[src/hw/gpc_pkg.sv]
// Constants for the converter control port: register map, field layout and reset values.
package gpc_pkg;

    localparam int GPC_ADDR_W = 8;
    localparam int GPC_DATA_W = 32;
    localparam int GPC_NUM_PINS = 3;
    localparam int GPC_SYNC_STAGES = 2;

    ////////////////////////////////////////////////////////////////////////////////
    // Register byte offsets.
    localparam logic [7:0] GPC_PIN12_CONFIG_OFS = 8'h00;
    localparam logic [7:0] GPC_PIN3_CONFIG_OFS = 8'h04;
    localparam logic [7:0] GPC_BUCK_STANDBY_OFS = 8'h08;
    localparam logic [7:0] GPC_BUCK_CTRL_OFS = 8'h0c;
    localparam logic [7:0] GPC_IRQ_STATUS_OFS = 8'h10;
    localparam logic [7:0] GPC_IRQ_MASK_OFS = 8'h14;

    ////////////////////////////////////////////////////////////////////////////////
    // Pin 1 and pin 2 configuration: pin 1 in the low byte, pin 2 from bit 8.
    localparam int GPC_P1_BASE = 0;
    localparam int GPC_P2_BASE = 8;
    localparam int GPC_F_DIR = 0;
    localparam int GPC_F_OUT_VAL = 1;
    localparam int GPC_F_IRQ_EN = 2;
    localparam int GPC_F_POLARITY = 3;
    localparam int GPC_F_BUCK_EN = 4;
    localparam int GPC_F_STANDBY_EN = 5;
    localparam int GPC_PIN12_W = 14;
    localparam logic [13:0] GPC_PIN12_RST = 14'h1818;
    localparam logic [13:0] GPC_PIN12_WMASK = 14'h1f3f;

    // Pin 3 configuration.
    localparam int GPC_P3_DIR = 0;
    localparam int GPC_P3_OUT_VAL = 1;
    localparam int GPC_P3_TRIG_EN = 2;
    localparam int GPC_P3_EDGE_SEL = 3;
    localparam int GPC_PIN3_W = 4;
    localparam logic [3:0] GPC_PIN3_RST = 4'h0;

    // Standby register: bit 0 is the register standby command, bits 5 to 7 the pin levels.
    localparam int GPC_SBY_CMD = 0;
    localparam int GPC_SBY_PIN_LSB = 5;
    localparam logic GPC_SBY_RST = 1'b0;

    // Converter enable register.
    localparam int GPC_CTRL_BUCK_A = 0;
    localparam int GPC_CTRL_BUCK_B = 1;
    localparam logic [1:0] GPC_CTRL_RST = 2'h0;

    // Interrupt status and mask layout.
    localparam int GPC_IRQ_PIN1 = 0;
    localparam int GPC_IRQ_PIN2 = 1;
    localparam int GPC_IRQ_CONV = 2;
    localparam int GPC_IRQ_W = 3;
    localparam logic [2:0] GPC_IRQ_MASK_RST = 3'h0;

endpackage

[src/hw/gpc_port.sv]
// Converter control port: three open-drain pins, converter arbitration and an APB register file.
//
// The implementer's own choices: the APB register port and the address map.
`timescale 1ns/10ps

// Function
// - A converter runs when the register or the pin command enables it.
// - Standby only when both register and pin command ask for standby.
// - Synchronised levels of the three pins read back in standby register bits 5-7.
// - Pin 3 as output: released for output bit high, driven low otherwise.
// - Pins 1 and 2 as output: released for bit high, pulled low otherwise.
// - Pin 3 input with trigger enabled starts a conversion on the selected edge.
// - Pin 2 in interrupt mode pulls the host interrupt low on its selected edge.
// - Pin 1 interrupt mode: falling edge when polarity high, rising when low.
// - Pin 2 in enable mode turns converter B on while level matches polarity.
// - Pin 1 in enable mode turns converter A on while level matches polarity.
// - Pin 1 in standby mode requests standby while level matches polarity.
// - After reset pin 3 is an input with no function selected.
// - After reset pin 2 is an input enabling converter B while high.
// - Outside undervoltage and output mode, a pin interrupt releases only after two edges and a following bus read.
// - Undervoltage or switching a pin to output drops its pending interrupt.
// - After reset pin 1 is an input enabling converter A while high.
module gpc_port
(
    input wire logic clk_sys,
    input wire logic rstn,
    input wire logic psel,
    input wire logic penable,
    input wire logic pwrite,
    input wire logic [gpc_pkg::GPC_ADDR_W-1:0] paddr,
    input wire logic [gpc_pkg::GPC_DATA_W-1:0] pwdata,
    output logic [gpc_pkg::GPC_DATA_W-1:0] prdata,
    output logic pready,
    output logic pslverr,
    input wire logic [gpc_pkg::GPC_NUM_PINS-1:0] pin_in,
    output logic [gpc_pkg::GPC_NUM_PINS-1:0] pin_out,
    output logic [gpc_pkg::GPC_NUM_PINS-1:0] pin_oe,
    input wire logic uvlo_in,
    output logic buck_a_en,
    output logic buck_b_en,
    output logic buck_standby,
    output logic conv_start,
    output logic host_int_n,
    output logic irq
);
    import gpc_pkg::*;

    // Picks the rising or the falling edge; used for every edge-sensitive function.
    function automatic logic sel_edge(input logic rise, input logic fall, input logic pick_fall);
        sel_edge = pick_fall ? fall : rise;
    endfunction

    logic [GPC_PIN12_W-1:0] pin12_config_reg;
    logic [GPC_PIN3_W-1:0] pin3_config_reg;
    logic buck_standby_reg;
    logic [1:0] buck_ctrl_reg;
    logic [GPC_IRQ_W-1:0] irq_status_reg;
    logic [GPC_IRQ_W-1:0] irq_mask_reg;
    logic [GPC_NUM_PINS:0] sync_meta_reg;
    logic [GPC_NUM_PINS:0] sync_reg;
    logic [GPC_NUM_PINS-1:0] pin_prev_reg;
    logic [GPC_DATA_W-1:0] rdata_next;
    logic addr_ok;
    logic wr_fire;
    logic rd_fire;
    logic [GPC_NUM_PINS-1:0] pin_sync;
    logic [GPC_NUM_PINS-1:0] rise;
    logic [GPC_NUM_PINS-1:0] fall;
    logic uvlo_sync;
    logic p1_dir, p1_out, p1_irq, p1_pol, p1_buck, p1_sby;
    logic p2_dir, p2_out, p2_irq, p2_pol, p2_buck;
    logic mode_irq1, mode_buck1, mode_sby1, mode_irq2, mode_buck2, mode_trig3;
    logic match1, match2;
    logic edge1, edge2, trig3;
    logic int1, int2;
    logic [GPC_IRQ_W-1:0] irq_set;
    logic [GPC_IRQ_W-1:0] irq_clr;

    ////////////////////////////////////////////////////////////////////////////////
    // Pin and undervoltage synchronisers; the first stage feeds only the second.
    always_ff @(posedge clk_sys or negedge rstn)
    begin
        if (!rstn)
        begin
            // Pins idle high on their pull-ups; starting low would fake an edge after reset.
            sync_meta_reg <= {1'b0, {GPC_NUM_PINS{1'b1}}};
            sync_reg <= {1'b0, {GPC_NUM_PINS{1'b1}}};
            pin_prev_reg <= '1;
        end
        else
        begin
            sync_meta_reg <= {uvlo_in, pin_in};
            sync_reg <= sync_meta_reg;
            pin_prev_reg <= sync_reg[GPC_NUM_PINS-1:0];
        end
    end

    assign pin_sync = sync_reg[GPC_NUM_PINS-1:0];
    assign uvlo_sync = sync_reg[GPC_NUM_PINS];
    assign rise = pin_sync & ~pin_prev_reg;
    assign fall = ~pin_sync & pin_prev_reg;

    ////////////////////////////////////////////////////////////////////////////////
    // Pin function decode.
    assign p1_dir = pin12_config_reg[GPC_P1_BASE+GPC_F_DIR];
    assign p1_out = pin12_config_reg[GPC_P1_BASE+GPC_F_OUT_VAL];
    assign p1_irq = pin12_config_reg[GPC_P1_BASE+GPC_F_IRQ_EN];
    assign p1_pol = pin12_config_reg[GPC_P1_BASE+GPC_F_POLARITY];
    assign p1_buck = pin12_config_reg[GPC_P1_BASE+GPC_F_BUCK_EN];
    assign p1_sby = pin12_config_reg[GPC_P1_BASE+GPC_F_STANDBY_EN];
    assign p2_dir = pin12_config_reg[GPC_P2_BASE+GPC_F_DIR];
    assign p2_out = pin12_config_reg[GPC_P2_BASE+GPC_F_OUT_VAL];
    assign p2_irq = pin12_config_reg[GPC_P2_BASE+GPC_F_IRQ_EN];
    assign p2_pol = pin12_config_reg[GPC_P2_BASE+GPC_F_POLARITY];
    assign p2_buck = pin12_config_reg[GPC_P2_BASE+GPC_F_BUCK_EN];

    // Pin 2 modes are decoded exclusively; setting both functions at once selects neither.
    assign mode_irq1 = !p1_dir && p1_irq && !p1_buck && !p1_sby;
    assign mode_buck1 = !p1_dir && !p1_irq && p1_buck && !p1_sby;
    assign mode_sby1 = !p1_dir && !p1_irq && !p1_buck && p1_sby;
    assign mode_irq2 = !p2_dir && p2_irq && !p2_buck;
    assign mode_buck2 = !p2_dir && !p2_irq && p2_buck;
    assign mode_trig3 = !pin3_config_reg[GPC_P3_DIR] && pin3_config_reg[GPC_P3_TRIG_EN];
    assign match1 = pin_sync[0] == p1_pol;
    assign match2 = pin_sync[1] == p2_pol;
    assign edge1 = mode_irq1 && sel_edge(rise[0], fall[0], p1_pol);
    assign edge2 = mode_irq2 && sel_edge(rise[1], fall[1], p2_pol);
    assign trig3 = mode_trig3 && sel_edge(rise[2], fall[2], !pin3_config_reg[GPC_P3_EDGE_SEL]);

    ////////////////////////////////////////////////////////////////////////////////
    // APB slave: one wait-free access phase, answer registered in the setup cycle.
    assign addr_ok = paddr[1:0] == 2'h0 && (paddr == GPC_PIN12_CONFIG_OFS
        || paddr == GPC_PIN3_CONFIG_OFS || paddr == GPC_BUCK_STANDBY_OFS
        || paddr == GPC_BUCK_CTRL_OFS || paddr == GPC_IRQ_STATUS_OFS
        || paddr == GPC_IRQ_MASK_OFS);
    assign wr_fire = psel && penable && pready && pwrite && addr_ok;
    assign rd_fire = psel && penable && pready && !pwrite;

    always_comb
    begin
        rdata_next = '0;
        case (paddr)
            GPC_PIN12_CONFIG_OFS: rdata_next[GPC_PIN12_W-1:0] = pin12_config_reg;
            GPC_PIN3_CONFIG_OFS: rdata_next[GPC_PIN3_W-1:0] = pin3_config_reg;
            GPC_BUCK_STANDBY_OFS:
            begin
                rdata_next[GPC_SBY_CMD] = buck_standby_reg;
                rdata_next[GPC_SBY_PIN_LSB+:GPC_NUM_PINS] = pin_sync;
            end
            GPC_BUCK_CTRL_OFS: rdata_next[1:0] = buck_ctrl_reg;
            GPC_IRQ_STATUS_OFS: rdata_next[GPC_IRQ_W-1:0] = irq_status_reg;
            GPC_IRQ_MASK_OFS: rdata_next[GPC_IRQ_W-1:0] = irq_mask_reg;
            default: rdata_next = '0;
        endcase
    end

    always_ff @(posedge clk_sys or negedge rstn)
    begin
        if (!rstn)
        begin
            pready <= 1'b0;
            pslverr <= 1'b0;
            prdata <= '0;
        end
        else
        begin
            pready <= psel && !penable && !pready;
            pslverr <= psel && !penable && !pready && !addr_ok;
            if (psel && !penable && !pready)
            begin
                prdata <= pwrite ? '0 : rdata_next;
            end
        end
    end

    ////////////////////////////////////////////////////////////////////////////////
    // Software registers.
    always_ff @(posedge clk_sys or negedge rstn)
    begin
        if (!rstn)
        begin
            pin12_config_reg <= GPC_PIN12_RST;
            pin3_config_reg <= GPC_PIN3_RST;
            buck_standby_reg <= GPC_SBY_RST;
            buck_ctrl_reg <= GPC_CTRL_RST;
            irq_mask_reg <= GPC_IRQ_MASK_RST;
        end
        else if (wr_fire)
        begin
            case (paddr)
                GPC_PIN12_CONFIG_OFS:
                    pin12_config_reg <= pwdata[GPC_PIN12_W-1:0] & GPC_PIN12_WMASK;
                GPC_PIN3_CONFIG_OFS: pin3_config_reg <= pwdata[GPC_PIN3_W-1:0];
                GPC_BUCK_STANDBY_OFS: buck_standby_reg <= pwdata[GPC_SBY_CMD];
                GPC_BUCK_CTRL_OFS: buck_ctrl_reg <= pwdata[1:0];
                GPC_IRQ_MASK_OFS: irq_mask_reg <= pwdata[GPC_IRQ_W-1:0];
                default: buck_ctrl_reg <= buck_ctrl_reg;
            endcase
        end
    end

    // Only bits that were returned are cleared, so an event in the clearing cycle survives.
    assign irq_set = {trig3, edge2, edge1};
    assign irq_clr = (rd_fire && paddr == GPC_IRQ_STATUS_OFS) ? prdata[GPC_IRQ_W-1:0] : '0;

    always_ff @(posedge clk_sys or negedge rstn)
    begin
        if (!rstn)
        begin
            irq_status_reg <= '0;
            irq <= 1'b0;
        end
        else
        begin
            irq_status_reg <= (irq_status_reg & ~irq_clr) | irq_set;
            irq <= |(irq_status_reg & irq_mask_reg);
        end
    end

    ////////////////////////////////////////////////////////////////////////////////
    // Pin interrupt latches and the shared active-low host line.
    gpc_irq_cell u_cell1
    (
        .clk_sys(clk_sys),
        .rstn(rstn),
        .edge_evt(edge1),
        .bus_read(rd_fire),
        .release_now(uvlo_sync || p1_dir),
        .int_active(int1)
    );

    gpc_irq_cell u_cell2
    (
        .clk_sys(clk_sys),
        .rstn(rstn),
        .edge_evt(edge2),
        .bus_read(rd_fire),
        .release_now(uvlo_sync || p2_dir),
        .int_active(int2)
    );

    ////////////////////////////////////////////////////////////////////////////////
    // Pin drivers, converter arbitration and conversion trigger, all registered.
    always_ff @(posedge clk_sys or negedge rstn)
    begin
        if (!rstn)
        begin
            pin_out <= '0;
            pin_oe <= '0;
            buck_a_en <= 1'b0;
            buck_b_en <= 1'b0;
            buck_standby <= 1'b0;
            conv_start <= 1'b0;
            host_int_n <= 1'b1;
        end
        else
        begin
            pin_out <= '0;
            pin_oe[0] <= p1_dir && !p1_out;
            pin_oe[1] <= p2_dir && !p2_out;
            pin_oe[2] <= pin3_config_reg[GPC_P3_DIR] && !pin3_config_reg[GPC_P3_OUT_VAL];
            buck_a_en <= buck_ctrl_reg[GPC_CTRL_BUCK_A] || (mode_buck1 && match1);
            buck_b_en <= buck_ctrl_reg[GPC_CTRL_BUCK_B] || (mode_buck2 && match2);
            buck_standby <= buck_standby_reg && mode_sby1 && match1;
            conv_start <= trig3;
            host_int_n <= !(int1 || int2);
        end
    end

    ////////////////////////////////////////////////////////////////////////////////
    // Checks.
    logic seen_reset_reg;

    always_ff @(posedge clk_sys or negedge rstn)
    begin
        if (!rstn)
        begin
            seen_reset_reg <= 1'b0;
        end
        else
        begin
            seen_reset_reg <= 1'b1;
        end
    end

    property p_reg_enable_wins;
        @(posedge clk_sys) disable iff (!rstn)
        buck_ctrl_reg[GPC_CTRL_BUCK_A] |=> buck_a_en;
    endproperty
    a_reg_enable_wins: assert property (p_reg_enable_wins)
        else $error("converter A off although the register enables it");

    property p_standby_needs_both;
        @(posedge clk_sys) disable iff (!rstn)
        !buck_standby_reg || !mode_sby1 || !match1 |=> !buck_standby;
    endproperty
    a_standby_needs_both: assert property (p_standby_needs_both)
        else $error("standby set without both commands");

    property p_level_readback;
        @(posedge clk_sys) disable iff (!rstn)
        psel && !penable && !pready && !pwrite && paddr == GPC_BUCK_STANDBY_OFS
        |=> prdata[GPC_SBY_PIN_LSB+:GPC_NUM_PINS] == $past(pin_sync) && pready;
    endproperty
    a_level_readback: assert property (p_level_readback)
        else $error("pin levels not returned in the standby register");

    property p_pin3_drive;
        @(posedge clk_sys) disable iff (!rstn)
        pin3_config_reg[GPC_P3_DIR] ##1 pin3_config_reg[GPC_P3_DIR]
        |-> pin_oe[2] == !$past(pin3_config_reg[GPC_P3_OUT_VAL]);
    endproperty
    a_pin3_drive: assert property (p_pin3_drive)
        else $error("pin 3 output level wrong");

    property p_pin12_release_on_input;
        @(posedge clk_sys) disable iff (!rstn)
        !p1_dir && !p2_dir |=> pin_oe[1:0] == 2'h0 && pin_out == '0;
    endproperty
    a_pin12_release_on_input: assert property (p_pin12_release_on_input)
        else $error("input pin driven");

    property p_trigger_edge;
        @(posedge clk_sys) disable iff (!rstn)
        mode_trig3 && pin3_config_reg[GPC_P3_EDGE_SEL] && rise[2] |=> conv_start ##1 !conv_start || trig3;
    endproperty
    a_trigger_edge: assert property (p_trigger_edge)
        else $error("rising edge did not start a conversion");

    property p_host_int_on_edge;
        @(posedge clk_sys) disable iff (!rstn)
        (edge1 || edge2) && !uvlo_sync && !p1_dir && !p2_dir |=> ##1 !host_int_n;
    endproperty
    a_host_int_on_edge: assert property (p_host_int_on_edge)
        else $error("host interrupt not asserted after a selected edge");

    property p_pin_b_level;
        @(posedge clk_sys) disable iff (!rstn)
        mode_buck2 && match2 |=> buck_b_en;
    endproperty
    a_pin_b_level: assert property (p_pin_b_level)
        else $error("converter B off although pin 2 enables it");

    property p_pin_a_off;
        @(posedge clk_sys) disable iff (!rstn)
        !buck_ctrl_reg[GPC_CTRL_BUCK_A] && !(mode_buck1 && match1) |=> !buck_a_en;
    endproperty
    a_pin_a_off: assert property (p_pin_a_off)
        else $error("converter A on with neither command");

    property p_reset_config;
        @(posedge clk_sys) disable iff (!rstn)
        !seen_reset_reg |-> pin12_config_reg == GPC_PIN12_RST && pin3_config_reg == GPC_PIN3_RST;
    endproperty
    a_reset_config: assert property (p_reset_config)
        else $error("pin configuration wrong after reset");

    property p_status_set_wins;
        @(posedge clk_sys) disable iff (!rstn)
        edge1 |=> irq_status_reg[GPC_IRQ_PIN1];
    endproperty
    a_status_set_wins: assert property (p_status_set_wins)
        else $error("pin 1 edge lost in the status register");

endmodule

[src/hw/gpc_irq_cell.sv]
// Latched pin interrupt cell: a bus read releases it only after two edges; release_now clears it at once.
`timescale 1ns/10ps

module gpc_irq_cell
(
    input wire logic clk_sys,
    input wire logic rstn,
    input wire logic edge_evt,
    input wire logic bus_read,
    input wire logic release_now,
    output logic int_active
);

    logic armed_reg;

    // The first edge latches the request; only a second edge arms the read release.
    always_ff @(posedge clk_sys or negedge rstn)
    begin
        if (!rstn)
        begin
            int_active <= 1'b0;
            armed_reg <= 1'b0;
        end
        else if (release_now)
        begin
            int_active <= 1'b0;
            armed_reg <= 1'b0;
        end
        else if (edge_evt)
        begin
            int_active <= 1'b1;
            armed_reg <= int_active;
        end
        else if (bus_read && armed_reg)
        begin
            int_active <= 1'b0;
            armed_reg <= 1'b0;
        end
    end

    property p_read_needs_second_edge;
        @(posedge clk_sys) disable iff (!rstn)
        int_active && !armed_reg && bus_read && !release_now && !edge_evt |=> int_active;
    endproperty
    a_read_needs_second_edge: assert property (p_read_needs_second_edge)
        else $error("interrupt released without a second pin edge");

    property p_release_clears;
        @(posedge clk_sys) disable iff (!rstn)
        release_now |=> !int_active ##1 ($past(edge_evt) || !int_active);
    endproperty
    a_release_clears: assert property (p_release_clears)
        else $error("interrupt still pending after release");

endmodule

[config.mk]
export PLATFORM = sky130hd
export DESIGN_NAME = gpc_port
export DESIGN_NICKNAME = d
export VERILOG_FILES = /design/src/hw/gpc_pkg.sv /design/src/hw/gpc_port.sv /design/src/hw/gpc_irq_cell.sv
export SDC_FILE = /design/constraint.sdc
export NUM_CORES = 1
export LEC_CHECK = 0
export ABC_AREA = 1
export BUFFER_PORTS_ARGS = -buffer_cell sky130_fd_sc_hd__buf_2
export CORE_ASPECT_RATIO = 1.5
export CORE_UTILIZATION = 47
export CTS_BUF_LIST = sky130_fd_sc_hd__clkbuf_8
export CTS_CLUSTER_DIAMETER = 50
export DETAILED_ROUTE_END_ITERATION = 7
export PLACE_DENSITY = 0.85
export SYNTH_ARGS = -nofsm -noshare
export SYNTH_HDL_FRONTEND = slang
export SYNTH_SLANG_ARGS = --single-unit
[constraint.sdc]
create_clock -name clk_sys -period 1.4 [get_ports clk_sys]
set_clock_uncertainty 0.15 [all_clocks]
set_input_delay 0.21 -clock clk_sys [delete_from_list [all_inputs] [get_ports clk_sys]]
set_output_delay 0.21 -clock clk_sys [all_outputs]
set_load 0.1 [all_outputs]
==> summary.txt, run 1 <==
Outcome
  – Status: finished, violations left
  – Failing checks: negative setup slack

Setup path
  – Setup CP Type: register to register
  – Worst reg2reg endpoint: prdata[3]
  – Max Fanout on Critical Path: 4
  – Worst r2r path cells: 5
  – Worst-path cell chain: inv_2 > nand3b_1 > nor2_4 > nand3_1 > o211ai_1
  – Crit-path slowest cell: dfrtp_4
  – Reg2reg setup slack: -0.28 ns
  – Critical path's largest stage delay: 0.50 ns
  – Delay-heaviest family, CP: simple AND/OR/NAND/NOR gates
  – Buf/Inv on CP: 1
  – CP arrival: 1.78 ns
  – Worst setup EP type: register
  – Critical Path Source Type: register
  – R2R Path Start: pready
  – Req. time, crit path: 1.49 ns

Floorplanning
  – Die ar.: 6360 sq um
  – Die W: 65.4 microns
  – Starting Density: 48.7%
  – Num rows: 34
  – Core Region: 5830 sq um
  – Die height: 97.1 microns
  – I/O pins: 95

Layout
  – Finished Cell Area: 4170 sq um
  – Commonest non-fill, non-tap cell in the layout: nand2_1
  – Antenna Cells: 0
  – Number of fill cells in the layout: 374
  – Nets@finish: 469
  – Most frequent cells in the layout: nand2_1 (64), dfrtp_1 (45), inv_1 (44)
  – Fraction of layout cells with a size suffix above 1: 35.1%
  – Max FFs per register: 13
  – Fin cells: 497
  – Finished Core Util: 71.5%
  – Area delta synth->final: 46.9%

Placement
  – PortBufs: 51
  – Post-placement setup slack: -0.179 ns
  – Dpl hpwl: 4520 microns
  – Area after DPL: 3660 sq um
  – GP Congestion: 0.915
  – Cells after DPL: 462

Routing
  – WL/cell: 15.1 microns
  – Via/cell ratio: 5.16
  – Total number of vias: 2565
  – TritonRoute pass-1 iters: 7
  – Final wirelength: 7520 microns
  – Iter 0 DRT Violations: 256
  – Remaining DRCs: 0
  – Detail Route Antenna Nets: 0

Synthesis
  – Synth top area share: 43.2%
  – Mapped Avg Cell Area: 8.86 sq um
  – Netlist cell types: 27
  – Flops & latches, synth: 63
  – Synth warn: 0
  – Sequential fraction of the synthesis area: 56.2%
  – Synthesized area: 2840 sq um
  – Synth Instances: 320
  – Synth area leaders: dfrtp_1 (43%), dfstp_2 (13%), nand2_1 (9.8%)
  – Cell taking the most area after synthesis: dfrtp_1

GRT
  – All-Layer GR Usage: 22.3%
  – Global route overflow: 0
  – Vias in the first global route: 2376
  – Initial antenna violation count: 0
  – Largest net degree at the start of global routing: 64
  – First-pass GRT wire length: 10600 microns

STA
  – Final setup viols: 36
  – Fmax: 594 MHz
  – Setup TNS: -3.91 ns
  – Final Hold Vio Count: 0
  – Hold slack: 0.0507 ns
  – RSZ-0062 raised after global routing: true
  – Max-slew violation count: 0
  – Period utilisation layout: 120%
  – Minimum clock period: 1.68 ns
  – Min setup slack post-route: -0.284 ns

Power
  – Clk pwr share: 39.7%
  – Switching Share: 28.1%
  – Psw: 1.13 mW
  – Gate power share: 13.7%
  – Max rail drop VDD: 0.729 mV
  – Total power: 4.00 mW
  – Seq pwr share: 46.6%
  – Cell area power density: 961 nW/um^2
  – Leak: 1.98 nW
  – Pint: 2.88 mW

CTS
  – Clk slew on worst S/H paths: 0.07 ns
  – Worst skew pair latency: 0.35 ns
  – Clock root cell: clkbuf_8
  – Cts bufs inserted: 9
  – Clock sink count: 63
  – TritonCTS clock tree: done
  – Htree depth: 3
  – Max clock buf depth: 2

Job
  – Max-cap violations: 0

Worst hold path
  – Worst Hold End: pin12_config_reg[1]
  – HP Start: pwdata[1]
  – Hold path cells: 3
  – HP Class: primary input to register
synth_stat cells (all sizes together):
master and count:
nand2 74, dfrtp 49, inv 47, o21ai 39, nor2 25, buf 24, nand3 23, dfstp 14
nor3 5, nand3b 4, nand4 3, o211ai 2, a211o 1, a211oi 1, a21oi 1, a31o 1
clkbuf 1, conb 1, nor4 1, o21a 1, o21bai 1, o22ai 1, or2 1
cell families (layout without fill, tap and decap cells):
family	after synthesis	count (layout)	synth area share, %
AO/OA/AOI/OAI	48	48	10.3
buffers and inverters	72	156	13.0
flip-flops	63	63	56.2
other	1	22	0.132
AND/OR/NAND/NOR	136	136	20.4
worst register-to-register path: cells and delay by family, from the launching register on:
kind	cells	cell delay (ns)
AO/OA/AOI/OAI	1	0.19
flip-flops	1	0.50
buffers and inverters	1	0.05
AND/OR/NAND/NOR	3	0.69
routing by layer:
metal  GRT usage (%)  wire [microns]  up-vias
met1            27.1            2860     1204
met3            5.63             453       40
met5               0               0        -
met4            14.4             442        0
met2            34.4            3760      149
li1                -               -     1172
layout make-up:
cell class	count	area, sq um	area share, %
clock inverters	5	50.0	1.20
inverters	47	176	4.23
clock buffers	11	151	3.63
well taps	72	90.1	2.16
flip-flops and latches	63	1600	38.4
repair buffers	93	1010	24.2
multi-input cells	206	1090	26.2
worst max path at each step:
stage                                     to  startpoint  cells after the start
after global routing               prdata[3]      pready                      5
after floorplan                    prdata[3]      pready                      5
after detailed placement  pin3_config_reg[1]    paddr[7]                      6
after global placement    pin3_config_reg[3]    paddr[7]                      7
final                              prdata[3]      pready                      5
after CTS                             pready      pready                      2
repair_timing:
action | 4_1_cts | 5_1_grt
setup endpoints to repair | 22 | 36
pin swaps | 5 | 13
resized for setup | 17 | 36
hold buffers | 13 | 0
endpoints found under the hold margin | 72 | 0
buffers inserted | 1 | 7
power groups by stage:
stage / Sequential [mW] / Clock, mW / Combinational [mW]
floorplan: 1.92 / 0 / 0.365
global placement: 1.90 / 0 / 0.478
detailed placement: 1.90 / 0 / 0.484
CTS: 1.86 / 1.61 / 0.519
global route: 1.87 / 1.70 / 0.578
finish: 1.87 / 1.59 / 0.550
Note: power is estimated with default switching activity, not from simulation.
==> run 2, diff against run 1 <==
- CTS_BUF_LIST: sky130_fd_sc_hd__clkbuf_8 -> sky130_fd_sc_hd__clkbuf_4
==> summary.txt, run 2 (same netlist as run 1, synthesis figures left out) <==
Setup path
  – Crit. Startpoint: pready
  – Crit-path most repeated cell: buf_6
  – Worst setup EP type: register
  – Req. time, crit path: 1.54 ns
  – Critical Path Source Type: register
  – Buf/Inv on CP: 3
  – Crit-path slowest cell: dfrtp_4
  – Max Fanout on Critical Path: 4
  – CP arrival: 1.79 ns
  – Delay-heaviest family, CP: flip-flops
  – Worst-path cell chain: buf_6 > nand3_4 > nor2_4 > buf_6 > buf_6 > nand3_4 > nand2_1 > o21ai_1
  – R2R Path Start: pready
  – Setup CP Type: register to register
  – Critical path's largest stage delay: 0.46 ns

Power
  – Cell area power density: 821 nW/um^2
  – Max rail drop VDD: 0.674 mV
  – Leak: 2.10 nW

Placement
  – Post-placement setup slack: -0.179 ns
  – PortBufs: 51
  – GP Congestion: 0.915
  – Dpl hpwl: 4520 microns

Layout
  – Fraction of layout cells with a size suffix above 1: 42.1%
  – Most frequent cells in the layout: nand2_1 (54), dfrtp_1 (45), inv_1 (42)
  – Nets@finish: 491
  – Area delta synth->final: 56.8%
  – Max FFs per register: 13
  – Commonest non-fill, non-tap cell in the layout: nand2_1

CTS
  – TritonCTS clock tree: done
  – Clock root cell: clkbuf_4
  – Cts bufs inserted: 9
  – Htree depth: 3
  – Max clock buf depth: 2
  – Clk slew on worst S/H paths: 0.10 ns
  – Clock sink count: 63
  – Worst skew pair latency: 0.41 ns

GRT
  – Largest net degree at the start of global routing: 64
  – All-Layer GR Usage: 24.3%
  – Initial antenna violation count: 1
  – M3 GR Usage: 5.28%
  – Global Route met1 Usage: 29.4%
  – Grt met2 use: 37.9%
  – Global route overflow: 0
  – Vias in the first global route: 2505
  – First-pass GRT wire length: 11400 microns
  – Grt peak-use layer: met2

Worst hold path
  – HP Start: paddr[3]
  – HP Class: primary input to register

Job
  – Max-cap violations: 0

Routing
  – Via/cell ratio: 5.35
  – Final wirelength: 8800 microns
  – Remaining DRCs: 0
  – Iter 0 DRT Violations: 247
  – Detail Route Antenna Nets: 0
  – WL/cell: 16.9 microns
  – Total number of vias: 2784
  – TritonRoute pass-1 iters: 6

STA
  – Max_slew headroom: 62.6%
  – Final setup viols: 43
  – Slew @ Worst Pin: 0.560 ns
  – Minimum clock period: 1.65 ns
  – Min setup slack post-route: -0.247 ns
  – Fmax: 607 MHz
  – Setup TNS: -5.45 ns
  – RSZ-0062 raised after global routing: true
  – Max-slew violation count: 0
  – Final Hold Vio Count: 0
  – Period utilisation layout: 118%

Outcome
  – Status: finished, violations left
  – Failing checks: negative setup slack

Floorplanning
  – Starting Density: 48.7%
  – Die ar.: 6360 sq um
  – Die height: 97.1 microns
  – Core Region: 5830 sq um
  – Num rows: 34
  – I/O pins: 95
  – Die W: 65.4 microns
-- run 2: changes by cell type in the layout (fill, tap and decap cells not counted), moves of 4 or more --
cell | before | now
buf_6 | 5 | 9
dlygate4sd3_1 | 13 | 17
nand2_1 | 64 | 54
clkbuf_8 | 11 | 0
o21ai_0 | 7 | 3
buf_4 | 22 | 33
clkbuf_4 | 0 | 11
nand2_2 | 8 | 14
o21ai_2 | 9 | 14
nand2_4 | 2 | 6
-- run 2: what timing repair did --
item / 4_1_cts / 5_1_grt
endpoints found under the hold margin: 90 / 0
endpoints found under the setup margin: 38 / 59
hold buffers: 17 / 0
gates resized for setup: 30 / 60
setup buffers: 13 / 11
pin swaps: 8 / 21
cloned: 2 / 0
-- run 2: final cells by class --
class	count	area, sq um
Inverter	47	176
Fill cell	342	1380
Clock inverter	5	50.0
Antenna cell	1	2.50
Tap cell	72	90.1
Timing Repair Buffer	115	1240
Clock buffer	11	82.6
Multi-Input combinational cell	206	1200
Sequential cell	63	1600
-- run 2: through the flow --
| step | instances | instance area (sq um) | utilization (%) | hold slack, ns | power, mW |
|---|---|---|---|---|---|
| final | 520 | 4450 | 76.3 | 0.109 | 3.65 |
| after global routing | 520 | 4450 | 76.3 | 0.109 | 3.78 |
| after CTS | 509 | 4200 | 72.0 | 0.0603 | 3.63 |
| after detailed placement | 462 | 3660 | 62.8 | 0.0951 | 2.38 |
| after global placement | 462 | 3660 | 62.8 | 0.0872 | 2.37 |
| after floorplan | 341 | 2950 | - | -0.236 | 2.29 |
-- run 2: routing by layer --
layer / wire (microns) / share of wire (%)
met5: 0 / 0
met4: 499 / 5.7
met3: 521 / 5.9
met2: 4510 / 51
met1: 3270 / 37
-- run 2: where the power goes --
part / leakage (nW) / switching, mW / total [mW] / internal (mW)
Sequential: 0.803 / 0.0155 / 1.87 / 1.85
Combinational: 1.22 / 0.434 / 0.566 / 0.132
Clock: 0.0719 / 0.646 / 1.22 / 0.571
Total: 2.10 / 1.10 / 3.65 / 2.55
-- run 2: worst paths after layout --
| kind | endpoint | slack, ns | cells after the start |
|---|---|---|---|
| min in group asynchronous | u_cell2.int_active | 0.18 | 3 |
| max | buck_ctrl_reg[1] | -0.25 | 8 |
| min reg2reg | sync_reg[2] | 0.21 | 0 |
| max in group asynchronous | pin_prev_reg[2] | 0.59 | 3 |
| max reg2reg | buck_ctrl_reg[1] | -0.25 | 8 |
| min | prdata[2] | 0.11 | 5 |
-- run 2: worst register-to-register path, delay by kind of cell, from the launching register on --
family / cells / cell delay [ns]
compound gates: 1 / 0.09
buf+inv: 3 / 0.36
flops: 1 / 0.46
simple gates: 4 / 0.47
==> run 3, diff against run 2 <==
- CORE_UTILIZATION: 47 -> 48
- PLACE_DENSITY: 0.85 -> 0.86
- SYNTH_HIERARCHICAL: default -> 1
==> summary.txt, run 3 <==
Outcome
  – Status: finished, violations left
  – Failing checks: negative setup slack

Layout
  – Commonest non-fill, non-tap cell in the layout: nand2_1
  – Fin cells: 527
  – Antenna Cells: 0
  – Finished Core Util: 71.7%
  – Area occupied by multi-input gates: 1320 sq um
  – Max FFs per register: 13
  – Fraction of layout cells with a size suffix above 1: 41.1%
  – Number of fill cells in the layout: 432
  – FF+latch area: 1600 sq um
  – Finished Cell Area: 4400 sq um
  – Most frequent cells in the layout: nand2_1 (88), dfrtp_1 (45), inv_1 (35)
  – Area delta synth->final: 44.4%
  – Nets@finish: 497

Setup path
  – Max Fanout on Critical Path: 3
  – Req. time, crit path: 1.04 ns
  – Critical Path Source Type: register
  – Worst r2r path cells: 5
  – CP arrival: 1.21 ns
  – Critical path's largest stage delay: 0.52 ns
  – Worst setup EP type: primary output
  – Reg2reg setup slack: -0.10 ns
  – Setup CP Type: register to primary output
  – Worst-path cell chain: buf_6 > buf_12
  – Crit-path slowest cell: dfrtp_4
  – R2R Path Start: pready
  – Worst reg2reg endpoint: prdata[6]

Synthesis
  – Sequential fraction of the synthesis area: 52.4%
  – Synth area leaders: dfrtp_1 (40%), dfstp_2 (12%), nand2_1 (12%)
  – Synth top area share: 40.3%
  – Mapped Avg Cell Area: 9.00 sq um
  – Top FF cell, synth: dfrtp_1
  – Synth Instances: 338
  – Synthesized area: 3040 sq um
  – Top cells by count, synth: nand2_1 (94), dfrtp_1 (49), inv_1 (44)
  – Synth warn: 6
  – Flops & latches, synth: 63
  – Cell taking the most area after synthesis: dfrtp_1
  – Async SR Flop Fraction: 100%
  – Count leader, synth: nand2_1
  – Netlist cell types: 31
  – Post-synth EDFFs: 0

STA
  – Period utilisation layout: 112%
  – RSZ-0062 raised after global routing: true
  – Fmax: 635 MHz
  – Setup TNS: -0.887 ns
  – Minimum clock period: 1.57 ns
  – Hold slack: 0.0664 ns
  – Max-slew violation count: 0
  – Min setup slack post-route: -0.174 ns
  – Final setup viols: 15
  – Final Hold Vio Count: 0

GRT
  – All-Layer GR Usage: 25.4%
  – First-pass GRT wire length: 12200 microns
  – Largest net degree at the start of global routing: 64
  – Global route overflow: 0
  – Initial antenna violation count: 0
  – Vias in the first global route: 2717

Power
  – Cell area power density: 793 nW/um^2
  – Max rail drop VDD: 0.765 mV
  – Leak: 2.24 nW
  – Total power: 3.48 mW

CTS
  – Clk slew on worst S/H paths: 0.10 ns
  – Clock root cell: clkbuf_4
  – Worst skew pair latency: 0.41 ns
  – Max clock buf depth: 2
  – TritonCTS clock tree: done
  – Clock sink count: 63
  – Cts bufs inserted: 9
  – Htree depth: 3

Worst hold path
  – Hold path cells: 3
  – Worst Hold End: irq_mask_reg[1]
  – HP Class: primary input to register
  – HP Start: pwrite

Placement
  – Dpl hpwl: 5310 microns
  – Area after DPL: 3850 sq um
  – Cells after DPL: 477
  – PortBufs: 51
  – Post-placement setup slack: -0.0802 ns
  – GP Congestion: 0.848

Floorplanning
  – Die height: 99.5 microns
  – I/O pins: 95
  – Die ar.: 6670 sq um
  – Starting Density: 49.6%
  – Die W: 67.0 microns
  – Core Region: 6130 sq um
  – Num rows: 35

Job
  – Max-cap violations: 0

Routing
  – WL/cell: 14.8 microns
  – Detail Route Antenna Nets: 0
  – Final wirelength: 7810 microns
  – Remaining DRCs: 0
  – Total number of vias: 2700
  – Via/cell ratio: 5.12
  – TritonRoute pass-1 iters: 7
  – Iter 0 DRT Violations: 115
run 3: cell count changes after synthesis, sizes merged, moves of 2 or more:
cell | before | now
nand3 | 23 | 20
nand2 | 74 | 97
nand4 | 3 | 13
nor2 | 25 | 34
nand3b | 4 | 0
a21o | 0 | 2
inv | 47 | 45
o21ai | 39 | 26
run 3: repair_timing:
action	4_1_cts	5_1_grt
gates resized for setup	16	27
endpoints found under the setup margin	26	47
pin swaps	11	7
endpoints found under the hold margin	88	0
hold buffers	16	0
setup buffers	10	8
run 3: worst max path at each step:
stage | start | endpoint | slack (ns) | cells past startpoint
2_1_floorplan | pready | pin12_config_reg[8] | -0.10 | 6
3_3_place_gp | paddr[1] | pin3_config_reg[0] | -0.04 | 9
3_5_place_dp | paddr[1] | pin3_config_reg[3] | -0.08 | 9
4_1_cts | pready | pready | -0.21 | 2
5_1_grt | pready | pready | -0.23 | 2
6_report | pready | pready | -0.17 | 2
run 3: kinds of logic (layout without fill, tap and decap cells):
logic type,after synthesis,after routing,synth area share (%)
AND/OR/NAND/NOR,168,168,27.5
other,1,22,0.123
flip-flops,63,63,52.4
AO/OA/AOI/OAI,36,36,8.14
buffers and inverters,70,164,11.8
run 3: layout make-up:
| cell class | instances | area share [%] |
|---|---|---|
| clock inverters | 5 | 0.598 |
| flip-flops and latches | 63 | 36.4 |
| repair buffers | 103 | 25.2 |
| inverters | 45 | 3.90 |
| multi-input cells | 226 | 29.9 |
| well taps | 74 | 2.11 |
| clock buffers | 11 | 1.88 |
run 3: report_power, final:
group / switching (mW) / total (mW) / internal (mW)
clock: 0.624 / 1.01 / 0.391
combinational: 0.457 / 0.598 / 0.141
sequential: 0.0173 / 1.87 / 1.85
run 3: routing by layer:
metal / GRT usage [%] / wire, microns / up-vias
met5: 0 / 0 / -
met4: 18.0 / 354 / 0
met3: 6.65 / 430 / 24
met2: 44.0 / 4350 / 132
met1: 25.1 / 2670 / 1292
li1: - / - / 1252
run 3: critical path: cells and delay by family (launching register included):
family	cells	cell delay, ns
DFF	1	0.52
buffers and inverters	2	0.28
